[src/design/ssc_pkg.sv]
package ssc_pkg;
  // ascii characters
  localparam logic [7:0] C_AT = 8'h40;
  localparam logic [7:0] C_SEMI = 8'h3b;
  localparam logic [7:0] C_F = 8'h46;
  localparam logic [7:0] C_Q = 8'h3f;
  localparam logic [7:0] C_EXCL = 8'h21;
  localparam logic [7:0] C_ZERO = 8'h30;
  localparam logic [7:0] C_DOT = 8'h2e;
  localparam logic [7:0] C_E = 8'h45;
  localparam logic [7:0] C_PLUS = 8'h2b;
  localparam logic [7:0] C_MINUS = 8'h2d;
  localparam logic [7:0] C_A = 8'h41;
  localparam logic [7:0] C_D = 8'h44;
  localparam logic [7:0] C_H = 8'h48;
  localparam logic [7:0] C_N = 8'h4e;
  localparam logic [7:0] C_P = 8'h50;
  localparam logic [7:0] C_R = 8'h52;
  localparam logic [7:0] C_S = 8'h53;
  // ascii words
  localparam logic [15:0] W_ON = 16'h4f4e;
  localparam logic [23:0] W_OFF = 24'h4f4646;
  localparam logic [39:0] W_ABOVE = 40'h41424f5645;
  localparam logic [39:0] W_BELOW = 40'h42454c4f57;
  localparam logic [23:0] W_ACK = 24'h41434b;
  localparam logic [23:0] W_NAK = 24'h4e414b;
  localparam logic [23:0] NAK_UNREC = 24'h313630;
  localparam logic [23:0] NAK_ARG = 24'h313639;
  localparam logic [23:0] NAK_RANGE = 24'h313732;
  localparam logic [23:0] NAK_LOCK = 24'h313830;
  // node addresses as three ascii digits
  localparam logic [23:0] ADDR_MIN = 24'h303031;
  localparam logic [23:0] ADDR_MAX = 24'h323533;
  localparam logic [23:0] ADDR_DEFAULT = 24'h323533;
  localparam logic [23:0] ADDR_ECHO = 24'h323534;
  localparam logic [23:0] ADDR_SILENT = 24'h323535;
  // value key: {exponent + 16, binary mantissa 100..999}
  localparam logic [4:0] EXP_BIAS = 5'h10;
  localparam logic [14:0] SP_DEFAULT = 15'h4064;
  localparam logic [14:0] SH_DEFAULT = 15'h406e;
  localparam logic [4:0] RES_ONE_EXP = 5'h0b;
  localparam logic [4:0] RES_TWO_EXP = 5'h0c;
  localparam logic [2:0] SAFETY_COUNT = 3'h5;
  localparam logic [4:0] TURN_BITS = 5'h0a;
  // avalon map
  localparam logic [7:0] REG_CTRL = 8'h00;
  localparam logic [7:0] REG_BAUD_DIV = 8'h04;
  localparam logic [7:0] REG_STATUS = 8'h08;
  localparam logic [7:0] REG_ADDR = 8'h0c;
  localparam int CTRL_LOCK_BIT = 0;
  localparam int CTRL_UNIT_LSB = 1;
  localparam int CTRL_BAUD_LSB = 4;
  localparam int BAUD_SEL_W = 3;
  localparam logic [2:0] BAUD_SEL_DEFAULT = 3'h1;
  localparam logic [15:0] BAUD_DIV_DEFAULT = 16'h65ba;
  typedef enum logic [3:0] {
    ST_RX = 4'b0001,
    ST_EXEC = 4'b0010,
    ST_WAIT = 4'b0100,
    ST_TX = 4'b1000
  } ssc_state_t;
endpackage

[src/design/ssc_top.sv]
// Our own choices: the register addresses and the Avalon-MM register port.
`timescale 1ns/1ps
`default_nettype none
module ssc_top #(
  parameter int MSG_MAX = 24
) (
  // clock and reset
  input wire logic core_clk,
  input wire logic rst_n,
  // avalon-mm slave
  input wire logic [7:0] avs_address,
  input wire logic avs_read,
  input wire logic avs_write,
  input wire logic [31:0] avs_writedata,
  output logic [31:0] avs_readdata,
  output logic avs_waitrequest,
  // serial byte stream
  input wire logic rx_valid,
  input wire logic [7:0] rx_data,
  output logic tx_valid,
  output logic [7:0] tx_data,
  input wire logic tx_ready,
  output logic [ssc_pkg::BAUD_SEL_W-1:0] baud_sel,
  // measurement
  input wire logic meas_valid,
  input wire logic [15:0] meas_mant_bcd,
  input wire logic [4:0] meas_exp,
  // relays and display
  input wire logic relays_fitted,
  output logic [2:0] relay_out,
  output logic [1:0] disp_unit
);
  import ssc_pkg::*;

  function automatic logic is_dig(input logic [7:0] c);
    is_dig = (c >= C_ZERO) && (c <= 8'h39);
  endfunction

  function automatic logic [63:0] fmt_key(input logic [14:0] k);
    logic [9:0] m;
    logic [4:0] e;
    logic [3:0] d0, d1, d2;
    m = k[9:0];
    e = k[14:10];
    d0 = 4'((m / 10'd100) % 10'd10);
    d1 = 4'((m / 10'd10) % 10'd10);
    d2 = 4'(m % 10'd10);
    fmt_key = {C_ZERO | {4'h0, d0}, C_DOT, C_ZERO | {4'h0, d1},
               C_ZERO | {4'h0, d2}, C_E, (e < EXP_BIAS) ? C_MINUS : C_PLUS,
               C_ZERO | {3'h0, (e < EXP_BIAS) ? EXP_BIAS - e : e - EXP_BIAS},
               8'h00};
  endfunction

  // auto hysteresis: setpoint plus or minus a tenth
  function automatic logic [14:0] auto_hy(input logic [14:0] k, input logic above);
    logic [10:0] m;
    logic [4:0] e;
    m = {1'b0, k[9:0]};
    e = k[14:10];
    m = above ? m - m / 11'd10 : m + m / 11'd10;
    if (m > 11'd999) begin
      m = m / 11'd10;
      e = e + 5'h01;
    end else if (m < 11'd100) begin
      m = 11'(m * 11'd10);
      e = e - 5'h01;
    end
    auto_hy = {e, m[9:0]};
  endfunction

  ssc_state_t state;
  logic [7:0] mbuf [0:MSG_MAX-1];
  logic [4:0] mlen;
  logic mactive;
  logic [23:0] node_addr;
  logic rsd_on, spd_on, lock;
  logic [2:0] baud_pend;
  logic [15:0] baud_div;
  logic [14:0] sp_key [0:2];
  logic [14:0] hy_key [0:2];
  logic [2:0] sp_above, sp_en;
  wire [2:0] relay_state;
  logic [23:0] rep_addr, rep_word;
  logic [63:0] rep_pay;
  logic [3:0] rep_plen;
  logic [19:0] wait_cnt;
  logic [4:0] tx_idx;

  //////////////////////////////////////////////////////////////////////
  // message decode
  wire [7:0] rx_up = (rx_data >= 8'h61 && rx_data <= 8'h7a) ? rx_data - 8'h20 : rx_data;
  wire msg_end = rx_up == C_F && mlen >= 5'd2 && mbuf[mlen - 5'd1] == C_F
                 && mbuf[mlen - 5'd2] == C_SEMI;
  wire [23:0] msg_addr = {mbuf[0], mbuf[1], mbuf[2]};
  wire addr_silent = msg_addr == ADDR_SILENT;
  wire addr_any = msg_addr == node_addr || msg_addr == ADDR_ECHO || addr_silent;
  wire is_ad = mbuf[3] == C_A && mbuf[4] == C_D;
  wire [4:0] op_pos = is_ad ? 5'd5 : 5'd6;
  wire [4:0] tpos = mlen - 5'd3;
  wire msg_short = mlen < 5'd6 || tpos <= op_pos;
  wire [7:0] op_ch = mbuf[op_pos];
  wire [4:0] arg_len = tpos - op_pos - 5'd1;
  wire [63:0] arg_w;
  for (genvar k = 0; k < 8; k++) begin : g_arg
    assign arg_w[63-8*k -: 8] = mbuf[op_pos + 5'(k + 1)];
  end
  wire ch_ok = mbuf[5] >= 8'h31 && mbuf[5] <= 8'h33;
  wire [1:0] ch = mbuf[5][1:0] - 2'h1;
  wire is_s = mbuf[3] == C_S;
  wire is_sp = is_s && mbuf[4] == C_P && ch_ok;
  wire is_sd = is_s && mbuf[4] == C_D && ch_ok;
  wire is_sh = is_s && mbuf[4] == C_H && ch_ok;
  wire is_en = mbuf[3] == C_E && mbuf[4] == C_N && ch_ok;
  wire is_spd = is_s && mbuf[4] == C_P && mbuf[5] == C_D;
  wire is_rsd = mbuf[3] == C_R && mbuf[4] == C_S && mbuf[5] == C_D;
  wire is_pr = mbuf[3] == C_P && mbuf[4] == C_R && (mbuf[5] == 8'h31 || mbuf[5] == 8'h34);
  wire recog = is_ad | is_rsd | is_spd | is_sp | is_sd | is_sh | is_en | is_pr;
  wire is_query = msg_short ? 1'b0 : op_ch == C_Q && tpos == op_pos + 5'd1;
  wire is_set = !msg_short && op_ch == C_EXCL;
  wire arg_on = arg_len == 5'd2 && arg_w[63:48] == W_ON;
  wire arg_off = arg_len == 5'd3 && arg_w[63:40] == W_OFF;
  wire arg_above = arg_len == 5'd5 && arg_w[63:24] == W_ABOVE;
  wire arg_below = arg_len == 5'd5 && arg_w[63:24] == W_BELOW;
  wire arg_addr = arg_len == 5'd3 && is_dig(arg_w[63:56]) && is_dig(arg_w[55:48])
                  && is_dig(arg_w[47:40]);
  wire addr_in_range = arg_w[63:40] >= ADDR_MIN && arg_w[63:40] <= ADDR_MAX;
  wire arg_val = arg_len == 5'd7 && is_dig(arg_w[63:56]) && arg_w[55:48] == C_DOT
                 && is_dig(arg_w[47:40]) && is_dig(arg_w[39:32]) && arg_w[31:24] == C_E
                 && (arg_w[23:16] == C_PLUS || arg_w[23:16] == C_MINUS)
                 && is_dig(arg_w[15:8]) && arg_w[59:56] != 4'h0;
  wire [9:0] val_m = 10'(arg_w[59:56] * 7'd100 + arg_w[43:40] * 4'd10 + arg_w[35:32]);
  wire [4:0] val_e = arg_w[23:16] == C_MINUS ? EXP_BIAS - {1'b0, arg_w[11:8]}
                                             : EXP_BIAS + {1'b0, arg_w[11:8]};
  wire [14:0] val_key = {val_e, val_m};

  //////////////////////////////////////////////////////////////////////
  // pressure view
  wire [9:0] meas_m = 10'(meas_mant_bcd[15:12] * 7'd100 + meas_mant_bcd[11:8] * 4'd10
                      + meas_mant_bcd[7:4]);
  wire [14:0] meas_key = {meas_exp + EXP_BIAS, meas_m};
  logic [15:0] pr_bcd;
  logic [4:0] pr_e;
  wire [15:0] pr_res = pr_e <= RES_ONE_EXP ? {pr_bcd[15:12], 12'h000} :
                       pr_e == RES_TWO_EXP ? {pr_bcd[15:8], 8'h00} : pr_bcd;
  wire [7:0] pr_sign = pr_e < EXP_BIAS ? C_MINUS : C_PLUS;
  wire [7:0] pr_edig = C_ZERO | {3'h0, pr_e < EXP_BIAS ? EXP_BIAS - pr_e : pr_e - EXP_BIAS};
  wire [63:0] pr_long = {C_ZERO | {4'h0, pr_res[15:12]}, C_DOT, C_ZERO | {4'h0, pr_res[11:8]},
                         C_ZERO | {4'h0, pr_res[7:4]}, C_ZERO | {4'h0, pr_res[3:0]},
                         C_E, pr_sign, pr_edig};
  wire [63:0] pr_short = {pr_long[63:32], pr_long[23:0], 8'h00};

  //////////////////////////////////////////////////////////////////////
  // command execution decision
  logic d_nak;
  logic [23:0] d_code;
  logic [63:0] d_pay;
  logic [3:0] d_plen;
  logic d_write;
  always_comb begin
    d_nak = 1'b1;
    d_code = NAK_UNREC;
    d_pay = {NAK_UNREC, 40'h0};
    d_plen = 4'h3;
    d_write = 1'b0;
    if (recog && is_query) begin
      d_nak = 1'b0;
      d_plen = 4'h7;
      d_pay = 64'h0;
      if (is_ad) begin
        d_pay = {node_addr, 40'h0};
        d_plen = 4'h3;
      end else if (is_rsd || is_spd || is_en) begin
        d_pay = (is_rsd ? rsd_on : is_spd ? spd_on : sp_en[ch]) ? {W_ON, 48'h0}
                                                                : {W_OFF, 40'h0};
        d_plen = (is_rsd ? rsd_on : is_spd ? spd_on : sp_en[ch]) ? 4'h2 : 4'h3;
      end else if (is_sd) begin
        d_pay = {sp_above[ch] ? W_ABOVE : W_BELOW, 24'h0};
        d_plen = 4'h5;
      end else if (is_sp || is_sh) begin
        d_pay = fmt_key(is_sp ? sp_key[ch] : hy_key[ch]);
      end else begin
        d_pay = mbuf[5] == 8'h34 ? pr_long : pr_short;
        d_plen = mbuf[5] == 8'h34 ? 4'h8 : 4'h7;
      end
    end else if (recog && is_set && !is_pr) begin
      if (lock) begin
        d_code = NAK_LOCK;
      end else if (is_ad ? !arg_addr : (is_rsd || is_spd || is_en) ? !(arg_on || arg_off) :
                   is_sd ? !(arg_above || arg_below) : !arg_val) begin
        d_code = NAK_ARG;
      end else if (is_ad && !addr_in_range) begin
        d_code = NAK_RANGE;
      end else begin
        d_nak = 1'b0;
        d_write = 1'b1;
        d_pay = arg_w;
        d_plen = arg_len[3:0];
      end
    end
    if (d_nak) begin
      d_pay = {d_code, 40'h0};
    end
  end
  wire do_write = state == ST_EXEC && addr_any && d_write;

  //////////////////////////////////////////////////////////////////////
  // settings store
  always_ff @(posedge core_clk or negedge rst_n) begin
    if (!rst_n) begin
      node_addr <= ADDR_DEFAULT;
      rsd_on <= 1'b1;
      spd_on <= 1'b1;
      sp_above <= 3'h0;
      sp_en <= 3'h0;
      for (int i = 0; i < 3; i++) begin
        sp_key[i] <= SP_DEFAULT;
        hy_key[i] <= SH_DEFAULT;
      end
    end else if (do_write) begin
      if (is_ad) node_addr <= arg_w[63:40];
      if (is_rsd) rsd_on <= arg_on;
      if (is_spd) spd_on <= arg_on;
      if (is_en) sp_en[ch] <= arg_on;
      if (is_sp) begin
        sp_key[ch] <= val_key;
        hy_key[ch] <= auto_hy(val_key, sp_above[ch]);
      end
      if (is_sd) begin
        sp_above[ch] <= arg_above;
        hy_key[ch] <= auto_hy(sp_key[ch], arg_above);
      end
      if (is_sh) hy_key[ch] <= val_key;
    end
  end

  always_ff @(posedge core_clk or negedge rst_n) begin
    if (!rst_n) begin
      pr_bcd <= 16'h0000;
      pr_e <= EXP_BIAS;
    end else if (meas_valid) begin
      pr_bcd <= meas_mant_bcd;
      pr_e <= meas_exp + EXP_BIAS;
    end
  end

  //////////////////////////////////////////////////////////////////////
  // relay channels
  for (genvar i = 0; i < 3; i++) begin : g_ch
    logic rly;
    logic [2:0] cnt;
    wire on_c = sp_above[i] ? meas_key > sp_key[i] : meas_key < sp_key[i];
    wire off_c = sp_above[i] ? meas_key < hy_key[i] : meas_key > hy_key[i];
    wire toward = rly ? off_c : on_c;
    always_ff @(posedge core_clk or negedge rst_n) begin
      if (!rst_n) begin
        rly <= 1'b0;
        cnt <= 3'h0;
      end else if (meas_valid) begin
        if (!sp_en[i]) begin
          rly <= 1'b0;
          cnt <= 3'h0;
        end else if (!toward) begin
          cnt <= 3'h0;
        end else if (!spd_on || cnt == SAFETY_COUNT - 3'h1) begin
          rly <= !rly;
          cnt <= 3'h0;
        end else begin
          cnt <= cnt + 3'h1;
        end
      end
    end
    assign relay_state[i] = rly;
  end

  always_ff @(posedge core_clk or negedge rst_n) begin
    if (!rst_n) relay_out <= 3'h0;
    else relay_out <= relay_state & {3{relays_fitted}};
  end

  //////////////////////////////////////////////////////////////////////
  // receive, execute, delay, transmit
  wire [4:0] tx_next = tx_idx + 5'h01;
  wire [2:0] pay_sel = 3'(tx_next - 5'd7);
  wire [4:0] tx_last = 5'd9 + {1'b0, rep_plen};
  logic [7:0] tx_char;
  always_comb begin
    tx_char = C_F;
    if (tx_next <= 5'd3) tx_char = rep_addr[23 - 8 * (tx_next - 5'd1) -: 8];
    else if (tx_next <= 5'd6) tx_char = rep_word[23 - 8 * (tx_next - 5'd4) -: 8];
    else if (tx_next < 5'd7 + {1'b0, rep_plen}) tx_char = rep_pay[63 - 8 * pay_sel -: 8];
    else if (tx_next == 5'd7 + {1'b0, rep_plen}) tx_char = C_SEMI;
  end
  wire [19:0] turn_cycles = 20'(baud_div) * 20'(TURN_BITS);

  always_ff @(posedge core_clk or negedge rst_n) begin
    if (!rst_n) begin
      state <= ST_RX;
      mlen <= 5'h00;
      mactive <= 1'b0;
      rep_addr <= ADDR_DEFAULT;
      rep_word <= W_ACK;
      rep_pay <= 64'h0;
      rep_plen <= 4'h0;
      wait_cnt <= 20'h0;
      tx_idx <= 5'h00;
      tx_valid <= 1'b0;
      tx_data <= C_AT;
      baud_sel <= BAUD_SEL_DEFAULT;
    end else begin
      case (state)
        ST_RX: begin
          baud_sel <= baud_pend;
          if (rx_valid && rx_up == C_AT) begin
            mlen <= 5'h00;
            mactive <= 1'b1;
          end else if (rx_valid && mactive) begin
            if (mlen == 5'(MSG_MAX)) begin
              mactive <= 1'b0;
            end else begin
              mbuf[mlen] <= rx_up;
              mlen <= mlen + 5'h01;
              if (msg_end) begin
                mactive <= 1'b0;
                state <= ST_EXEC;
              end
            end
          end
        end
        ST_EXEC: begin
          rep_addr <= node_addr;
          rep_word <= d_nak ? W_NAK : W_ACK;
          rep_pay <= d_pay;
          rep_plen <= d_plen;
          wait_cnt <= rsd_on ? turn_cycles : 20'h0;
          state <= (addr_any && !addr_silent) ? ST_WAIT : ST_RX;
        end
        ST_WAIT: begin
          if (wait_cnt == 20'h0) begin
            state <= ST_TX;
            tx_idx <= 5'h00;
            tx_valid <= 1'b1;
            tx_data <= C_AT;
          end else begin
            wait_cnt <= wait_cnt - 20'h1;
          end
        end
        ST_TX: begin
          if (tx_ready && tx_idx == tx_last) begin
            tx_valid <= 1'b0;
            state <= ST_RX;
          end else if (tx_ready) begin
            tx_idx <= tx_next;
            tx_data <= tx_char;
          end
        end
        default: state <= ST_RX;
      endcase
    end
  end

  //////////////////////////////////////////////////////////////////////
  // avalon slave, one wait cycle per access
  wire [31:0] rd_mux = avs_address == REG_CTRL ? {25'h0, baud_pend, 1'b0, disp_unit, lock} :
                       avs_address == REG_BAUD_DIV ? {16'h0, baud_div} :
                       avs_address == REG_STATUS ? {21'h0, baud_sel, 1'b0, state != ST_RX,
                                                    spd_on, rsd_on, 1'b0, relay_state} :
                       avs_address == REG_ADDR ? {8'h0, node_addr} : 32'h0;
  wire reg_wr = avs_write && !avs_waitrequest;
  always_ff @(posedge core_clk or negedge rst_n) begin
    if (!rst_n) begin
      avs_waitrequest <= 1'b1;
      avs_readdata <= 32'h0;
      lock <= 1'b0;
      disp_unit <= 2'h0;
      baud_pend <= BAUD_SEL_DEFAULT;
      baud_div <= BAUD_DIV_DEFAULT;
    end else begin
      avs_waitrequest <= !((avs_read || avs_write) && avs_waitrequest);
      if (avs_read && avs_waitrequest) avs_readdata <= rd_mux;
      if (reg_wr && avs_address == REG_CTRL) begin
        lock <= avs_writedata[CTRL_LOCK_BIT];
        disp_unit <= avs_writedata[CTRL_UNIT_LSB +: 2];
        baud_pend <= avs_writedata[CTRL_BAUD_LSB +: BAUD_SEL_W];
      end
      if (reg_wr && avs_address == REG_BAUD_DIV) baud_div <= avs_writedata[15:0];
    end
  end

  //////////////////////////////////////////////////////////////////////
  // checks
  property p_disabled_off;
    @(posedge core_clk) disable iff (!rst_n) !sp_en[0] && meas_valid |=> !relay_state[0];
  endproperty
  a_disabled_off: assert property (p_disabled_off) else $error("disabled relay on");
  property p_lock_keeps;
    @(posedge core_clk) disable iff (!rst_n)
      state == ST_EXEC && lock |=> $stable(node_addr) && rep_word == W_NAK
        || rep_word == W_ACK && $past(is_query);
  endproperty
  a_lock_keeps: assert property (p_lock_keeps) else $error("locked write applied");
  property p_silent;
    @(posedge core_clk) disable iff (!rst_n) state == ST_EXEC && addr_silent |=> state == ST_RX;
  endproperty
  a_silent: assert property (p_silent) else $error("reply on silent broadcast");
  property p_wait_quiet;
    @(posedge core_clk) disable iff (!rst_n) state == ST_WAIT |-> !tx_valid;
  endproperty
  a_wait_quiet: assert property (p_wait_quiet) else $error("tx during turnaround");
  property p_no_delay;
    @(posedge core_clk) disable iff (!rst_n)
      state == ST_EXEC && !rsd_on && addr_any && !addr_silent |=> ##1 state == ST_TX;
  endproperty
  a_no_delay: assert property (p_no_delay) else $error("delay when off");
  property p_baud_idle;
    @(posedge core_clk) disable iff (!rst_n) $changed(baud_sel) |-> $past(state) == ST_RX;
  endproperty
  a_baud_idle: assert property (p_baud_idle) else $error("baud changed mid reply");
  property p_debounce;
    @(posedge core_clk) disable iff (!rst_n)
      $rose(relay_state[0]) && $past(spd_on) |-> $past(g_ch[0].cnt) == SAFETY_COUNT - 3'h1;
  endproperty
  a_debounce: assert property (p_debounce) else $error("trip before five");
  property p_addr_range;
    @(posedge core_clk) disable iff (!rst_n) node_addr >= ADDR_MIN && node_addr <= ADDR_MAX;
  endproperty
  a_addr_range: assert property (p_addr_range) else $error("address out of range");
  property p_auto_hy;
    @(posedge core_clk) disable iff (!rst_n)
      do_write && is_sp && ch == 2'h0 |=> hy_key[0] == auto_hy(sp_key[0], sp_above[0]);
  endproperty
  a_auto_hy: assert property (p_auto_hy) else $error("hysteresis not reloaded");
endmodule // ssc_top
`default_nettype wire

[config.mk]
export PLATFORM = sky130hd
export DESIGN_NAME = ssc_top
export DESIGN_NICKNAME = d
export VERILOG_FILES = /design/src/design/ssc_pkg.sv /design/src/design/ssc_top.sv
export SDC_FILE = /design/constraint.sdc
export NUM_CORES = 2
export LEC_CHECK = 0
export ABC_CLOCK_PERIOD_IN_PS = 14600
export BUFFER_PORTS_ARGS = -buffer_cell sky130_fd_sc_hd__buf_2
export CORE_MARGIN = 4
export CORE_UTILIZATION = 45
export DETAILED_ROUTE_END_ITERATION = 8
export PLACE_DENSITY_LB_ADDON = 0.05
export SYNTH_ARGS = -nofsm -noshare
export SYNTH_HDL_FRONTEND = slang
export SYNTH_SLANG_ARGS = --single-unit
[constraint.sdc]
create_clock -name core_clk -period 14.6 [get_ports core_clk]
set_clock_uncertainty 0.2 [all_clocks]
set_input_delay 2.19 -clock core_clk [delete_from_list [all_inputs] [get_ports core_clk]]
set_output_delay 2.19 -clock core_clk [all_outputs]
set_load 0.01 [all_outputs]
**Yosys cells after proc, flatten, opt, wreduce, memory -nomap -nowiden**

Memories as Yosys holds them, arrays and structs flattened.
Cells that the tools add are included.

- $add $sub $neg: 48
- Multiply operators: 7
- Divide/modulo/power cells: 9
- Order comparisons: 45
- Eq/ne operators: 67
- Shift-type cells: 3
- Mux-type cells: 168
- Bitwise logic cells: 9
- Reductions and logical operators: 110

Operators with widths:

| kind | count |
|---|---|
| 2-to-1 mux 64 bit | 7 |
| 2-to-1 mux 45 bit | 5 |
| bitwise mux 45 bit | 4 |
| == test 8 x 7 -> 1 bit, second input constant | 16 |
| 2-to-1 mux 63 bit | 2 |
| 2-to-1 mux 24 bit | 4 |
| greater-than comparator 15 bit | 6 |
| less-than comparator 15 bit | 6 |
| 2-to-1 mux 15 bit | 6 |
| == test 40 x 39 -> 1 bit, second input constant | 2 |
| 2-to-1 mux 10 bit | 8 |
| 2-to-1 mux 5 bit | 15 |
| 2-to-1 mux 4 bit | 18 |
| indexed part select 71 x 33 -> 8 bit | 1 |
| indexed part select 31 x 33 -> 8 bit | 2 |
| == test 8 x 6 -> 1 bit, second input constant | 8 |
| 2-to-1 mux 8 bit | 8 |
| binary-select mux 15 bit (select 2 bit) | 2 |
| logical AND 1 bit | 60 |
| 2-to-1 mux 20 bit | 3 |
| 2-to-1 mux 60 bit | 1 |
| 2-to-1 mux 52 bit | 1 |
| 2-to-1 mux 1 bit | 49 |
| == test 24 x 22 -> 1 bit, second input constant | 2 |
| 107 further kinds | 230 |

- Register bits after elaboration: 376
- Memory bits (writable): 192
- Output and inout bits: 50
- Logic and storage cells: 505
- Memories kept: 1

Memories:

| name | depth | bits a word | rd ports | clocked after memory_dff | wr ports | RTL line | text |
|---|---|---|---|---|---|---|---|
| mbuf | 24 | 8 | 17 | 0 | 1 | ssc_top.sv:72 | `logic [7:0] mbuf [0:MSG_MAX-1];` |

**Longest topological paths before layout**

An unclocked memory read counts as a cell.

- Depth after elaboration: 34
- Depth in mapped cells: 60

**Worst setup path after synthesis**

OpenSTA, ideal clock, no wires.

- Kind: register to register
- Start: mem mbuf[3][1]
- End: reg hy_key[0] in the netlist's numbering
- Data arrival time: 11.189 ns
- Required time: 14.296 ns
- Path slack: 3.107 ns
- Cell stages (with the launch flop): 51
- Clock period less this slack: 11.493 ns
- Cell sequence: edfxtp_1 and4bb_1 nand4_1 nor2_1 buf_2 buf_1 clkbuf_1 buf_2 buf_1 buf_1 nand2_1 nand2_1 ha_1 inv_1 fa_1 inv_1 ha_1 ha_1 [15 not listed] inv_1 ha_1 nor2b_1 o21ai_0 a21oi_1 o31ai_1 xor2_1 inv_2 nor2_1 xnor3_1 nor3_2 o31ai_1 nand3_1 or4_1 a41oi_1 o41ai_1 o31a_1 a221oi_1

RTL lines:

| element | RTL line | text |
|---|---|---|
| start, declared | ssc_top.sv:72 |  |
| end signal, assigned by index | ssc_top.sv:226 | `hy_key[ch] <= auto_hy(val_key, sp_above[ch]);` |
| end signal, assigned by index | ssc_top.sv:230 | `hy_key[ch] <= auto_hy(sp_key[ch], arg_above);` |
| end signal, assigned by index | ssc_top.sv:232 | `if (is_sh) hy_key[ch] <= val_key;` |
| end, declared | ssc_top.sv:80 | `logic [14:0] hy_key [0:2];` |

==> metrics.yaml <==
route:
  dr_wl_met2_um: 59500
  via_count: 36539
  drt_iter0_drc: 4150
  firstDrtPassIters: 6
  dr_wl_met3_um: 11900
  wl_um: 144000
  viasPerCell: 6.22
  post_drt_wl_per_cell_um: 24.5
  drcViolationCount: 0
  wl_met1_um: 69000
  ant_nets: 0
  top_layer: "met5"
yosys:
  seq_area_frac_synth: 0.355
  async_reset_ff_frac: 0.643
  synth_area_leaders: "dfrtp_1 (17%), edfxtp_1 (14%), ha_1 (8.1%)"
  ys_warn_count: 0
  synth_area_per_cell_um2: 8.82
  yosys_register_bits: 538
  synth_cell_type_count: 124
  synth_commonest_cells: "nand2_1 (627), o21ai_0 (377), nor2_1 (303), dfrtp_1 (276), a21oi_1 (264)"
  synth_edf_count: 192
  yosysMostFrequentCell: "nand2_1"
  synth-main-ff-cell: "dfrtp_1"
  netlist_instances: 4632
  synth_top_area_cell: "dfrtp_1"
  syn_area_um2: 40800
  synth_top_area_frac: 0.169
clock_tree:
  clk_pin_slew_ns: 0.08
  clk_latency_ns: 0.65
  htree_levels: 2
  root_buffer: "clkbuf_16"
  cts.sinks: 538
  ctsHoldBuffers: 0
  clockBufferDepth: 3
  cts_tree: "done"
  numCtsBuffers: 60
timing:
  min_period_over_period: 0.930
  maxSlewHeadroom: 0.213
  rsz0062_at_grt: "no"
  final_max_slew_viol_count: 0
  fmax_mhz: 73.7
  final.min_clock_period_ns: 13.58
  hold_viol: 0
  fin_setup_tns_ns: 0
  finalSetupViolCount: 0
  worst_pin_slew_ns: 1.17
critical_path:
  max_stage_delay_ns: 0.66
  cpMostUsedCell: "ha_1"
  startpoint_type: "flip-flop"
  required_ns: 14.94
  critPathSlowestCell: "nor2_1"
  crit_type: "reg -> reg"
  crit_fanout: 29
  worst_setup_path_end_kind: "flip-flop"
  worstPathArrival_ns: 13.91
grt:
  grt_overflow: 0
  grt_pass1_wl_um: 216000
  grt_pass1_vias: 33895
  grt_usage: 0.294
  grt_max_degree: 67
  grt_antenna_before_repair: 5
placed_design:
  placedCellCount: 5754
  globalplace.congestion: 0.990
  io_buffers: 102
  place_hpwl_um: 106000
floorplanning:
  fp-row-count: 110
  die_h_um: 309
  start_util: 0.454
  pin_count: 127
  core-area_um2: 90000
  die_w_um: 309
  dieArea_um2: 95600
power:
  p_int_mw: 3.17
  total_power_mw: 5.06
  power.density_nw_per_um2: 114
  pwr-share-comb: 0.360
  switching_power_mw: 1.89
  netSwitchingFraction: 0.374
  p_leak_nw: 18.4
  clkPwrFrac: 0.310
  vdd_drop_max_uv: 106
  p_seq_frac: 0.330
finish:
  fin_cells: 5871
  syn2layout_area_growth_pct: 9.16
  drive_gt1_frac: 0.129
  nFillCells: 8643
  layout.nets: 4996
run_status:
  status: "complete, no violations"
flow_run:
  cap_violations: 0
hold_path:
  hp-class: "reg -> reg"
[registers in the layout (all words and copies together), names as in the netlist, 4 cells and up]
register and flops:
avs_readdata 24, baud_div 16, g_ch.cnt 9, hy_key 45
mbuf 192, mlen 5, node_addr 24, pr_bcd 16
pr_e 5, rep_addr 24, rep_pay 64, rep_plen 4
sp_key 45, state 4, tx_data 8, tx_idx 5
wait_cnt 20
[worst max-delay path: cells and delay by family (launching register included)]
family	cells	cell delay, ns
mux	2	0.74
buf+inv	6	0.97
simple gates	12	3.66
fa+ha+maj	6	2.01
flops	1	0.48
xor+xnor	2	0.80
compound gates	19	4.57
[stage by stage]
step / area (µm²) / hold slack [ns] / setup WS [ns] / utilization
after floorplan: 40900 / 0.234 / 3.11 / -
after global placement: 42500 / 0.246 / 1.12 / 0.472
after detailed placement: 42500 / 0.248 / 1.12 / 0.472
after CTS: 44500 / 0.258 / 0.982 / 0.495
after global routing: 44600 / 0.274 / 0.164 / 0.495
final: 44600 / 0.260 / 1.02 / 0.495
[cell type report]
type | count | area [µm²] | share of cell area
inverters | 247 | 927 | 0.0208
clock inverters | 38 | 374 | 0.00839
flip-flops and latches | 538 | 14500 | 0.326
clock buffers | 75 | 1660 | 0.0372
multi-input cells | 3602 | 24400 | 0.548
diodes | 1 | 2.50 | 0.0000561
well taps | 1176 | 1470 | 0.0330
repair buffers | 194 | 1210 | 0.0272
[power by group through the flow]
stage	Sequential (mW)	Clock, mW	Combinational (mW)
after floorplan	1.68	0	1.23
after global placement	1.70	0	1.77
after detailed placement	1.70	0	1.77
after CTS	1.67	1.60	1.78
after global routing	1.67	1.66	2.01
final	1.67	1.57	1.82
[worst paths after layout]
path | startpoint | end | slack [ns] | depth (start not counted)
min reg2reg | rep_addr[12] | rep_addr[12] | 0.26 | 2
max reg2reg | mbuf[3][1] | hy_key[15] | 1.02 | 47
min in group asynchronous | rst_n | relay_out[2] | 1.31 | 1
min | rep_addr[12] | rep_addr[12] | 0.26 | 2
max in group asynchronous | rst_n | hy_key[11] | 10.83 | 3
max | mbuf[3][1] | hy_key[15] | 1.02 | 47
[what timing repair did]
action,in CTS,in global routing
buffers inserted,0,3
resized for setup,0,2
endpoints found under the setup margin,0,6
[cells in the final DEF, fill, tap and decap left out, types with 40 or more instances in the layout]
cell type | netlist | final
a21oi_1 | 264 | 263
xor2_1 | 56 | 56
nand4_1 | 69 | 69
nor2_1 | 303 | 298
a21o_1 | 50 | 50
mux2_2 | 87 | 87
nor4_1 | 41 | 40
dfrtp_1 | 276 | 276
clkbuf_16 | 0 | 61
o211ai_1 | 62 | 62
edfxtp_1 | 192 | 192
nand2_1 | 627 | 627
xnor2_1 | 100 | 100
nor2b_1 | 46 | 46
a31oi_1 | 48 | 48
ha_1 | 263 | 261
o21a_1 | 43 | 43
o21ai_0 | 377 | 376
buf_2 | 27 | 101
inv_1 | 224 | 224
nand3_1 | 151 | 151
buf_4 | 14 | 92
dfstp_2 | 70 | 70
nor3_1 | 108 | 108
mux2i_1 | 108 | 108
[logic make-up after synthesis]
logic type	Yosys count	synth area share
AND/OR/NAND/NOR	1631	0.195
AO/OA/AOI/OAI	1294	0.210
flip-flops	538	0.355
buffers and inverters	499	0.0491
adder cells (fa/ha/maj)	282	0.0885
multiplexers	225	0.0656
XOR/XNOR	162	0.0360
other	1	0.0000918
[layer usage]
| layer | GRT usage | up-vias |
|---|---|---|
| li1 | - | 17128 |
| met4 | 0.0688 | 2 |
| met3 | 0.0524 | 198 |
| met2 | 0.423 | 1380 |
| met1 | 0.458 | 17831 |
| met5 | 0 | - |
Power figures use the tool's default switching activity.
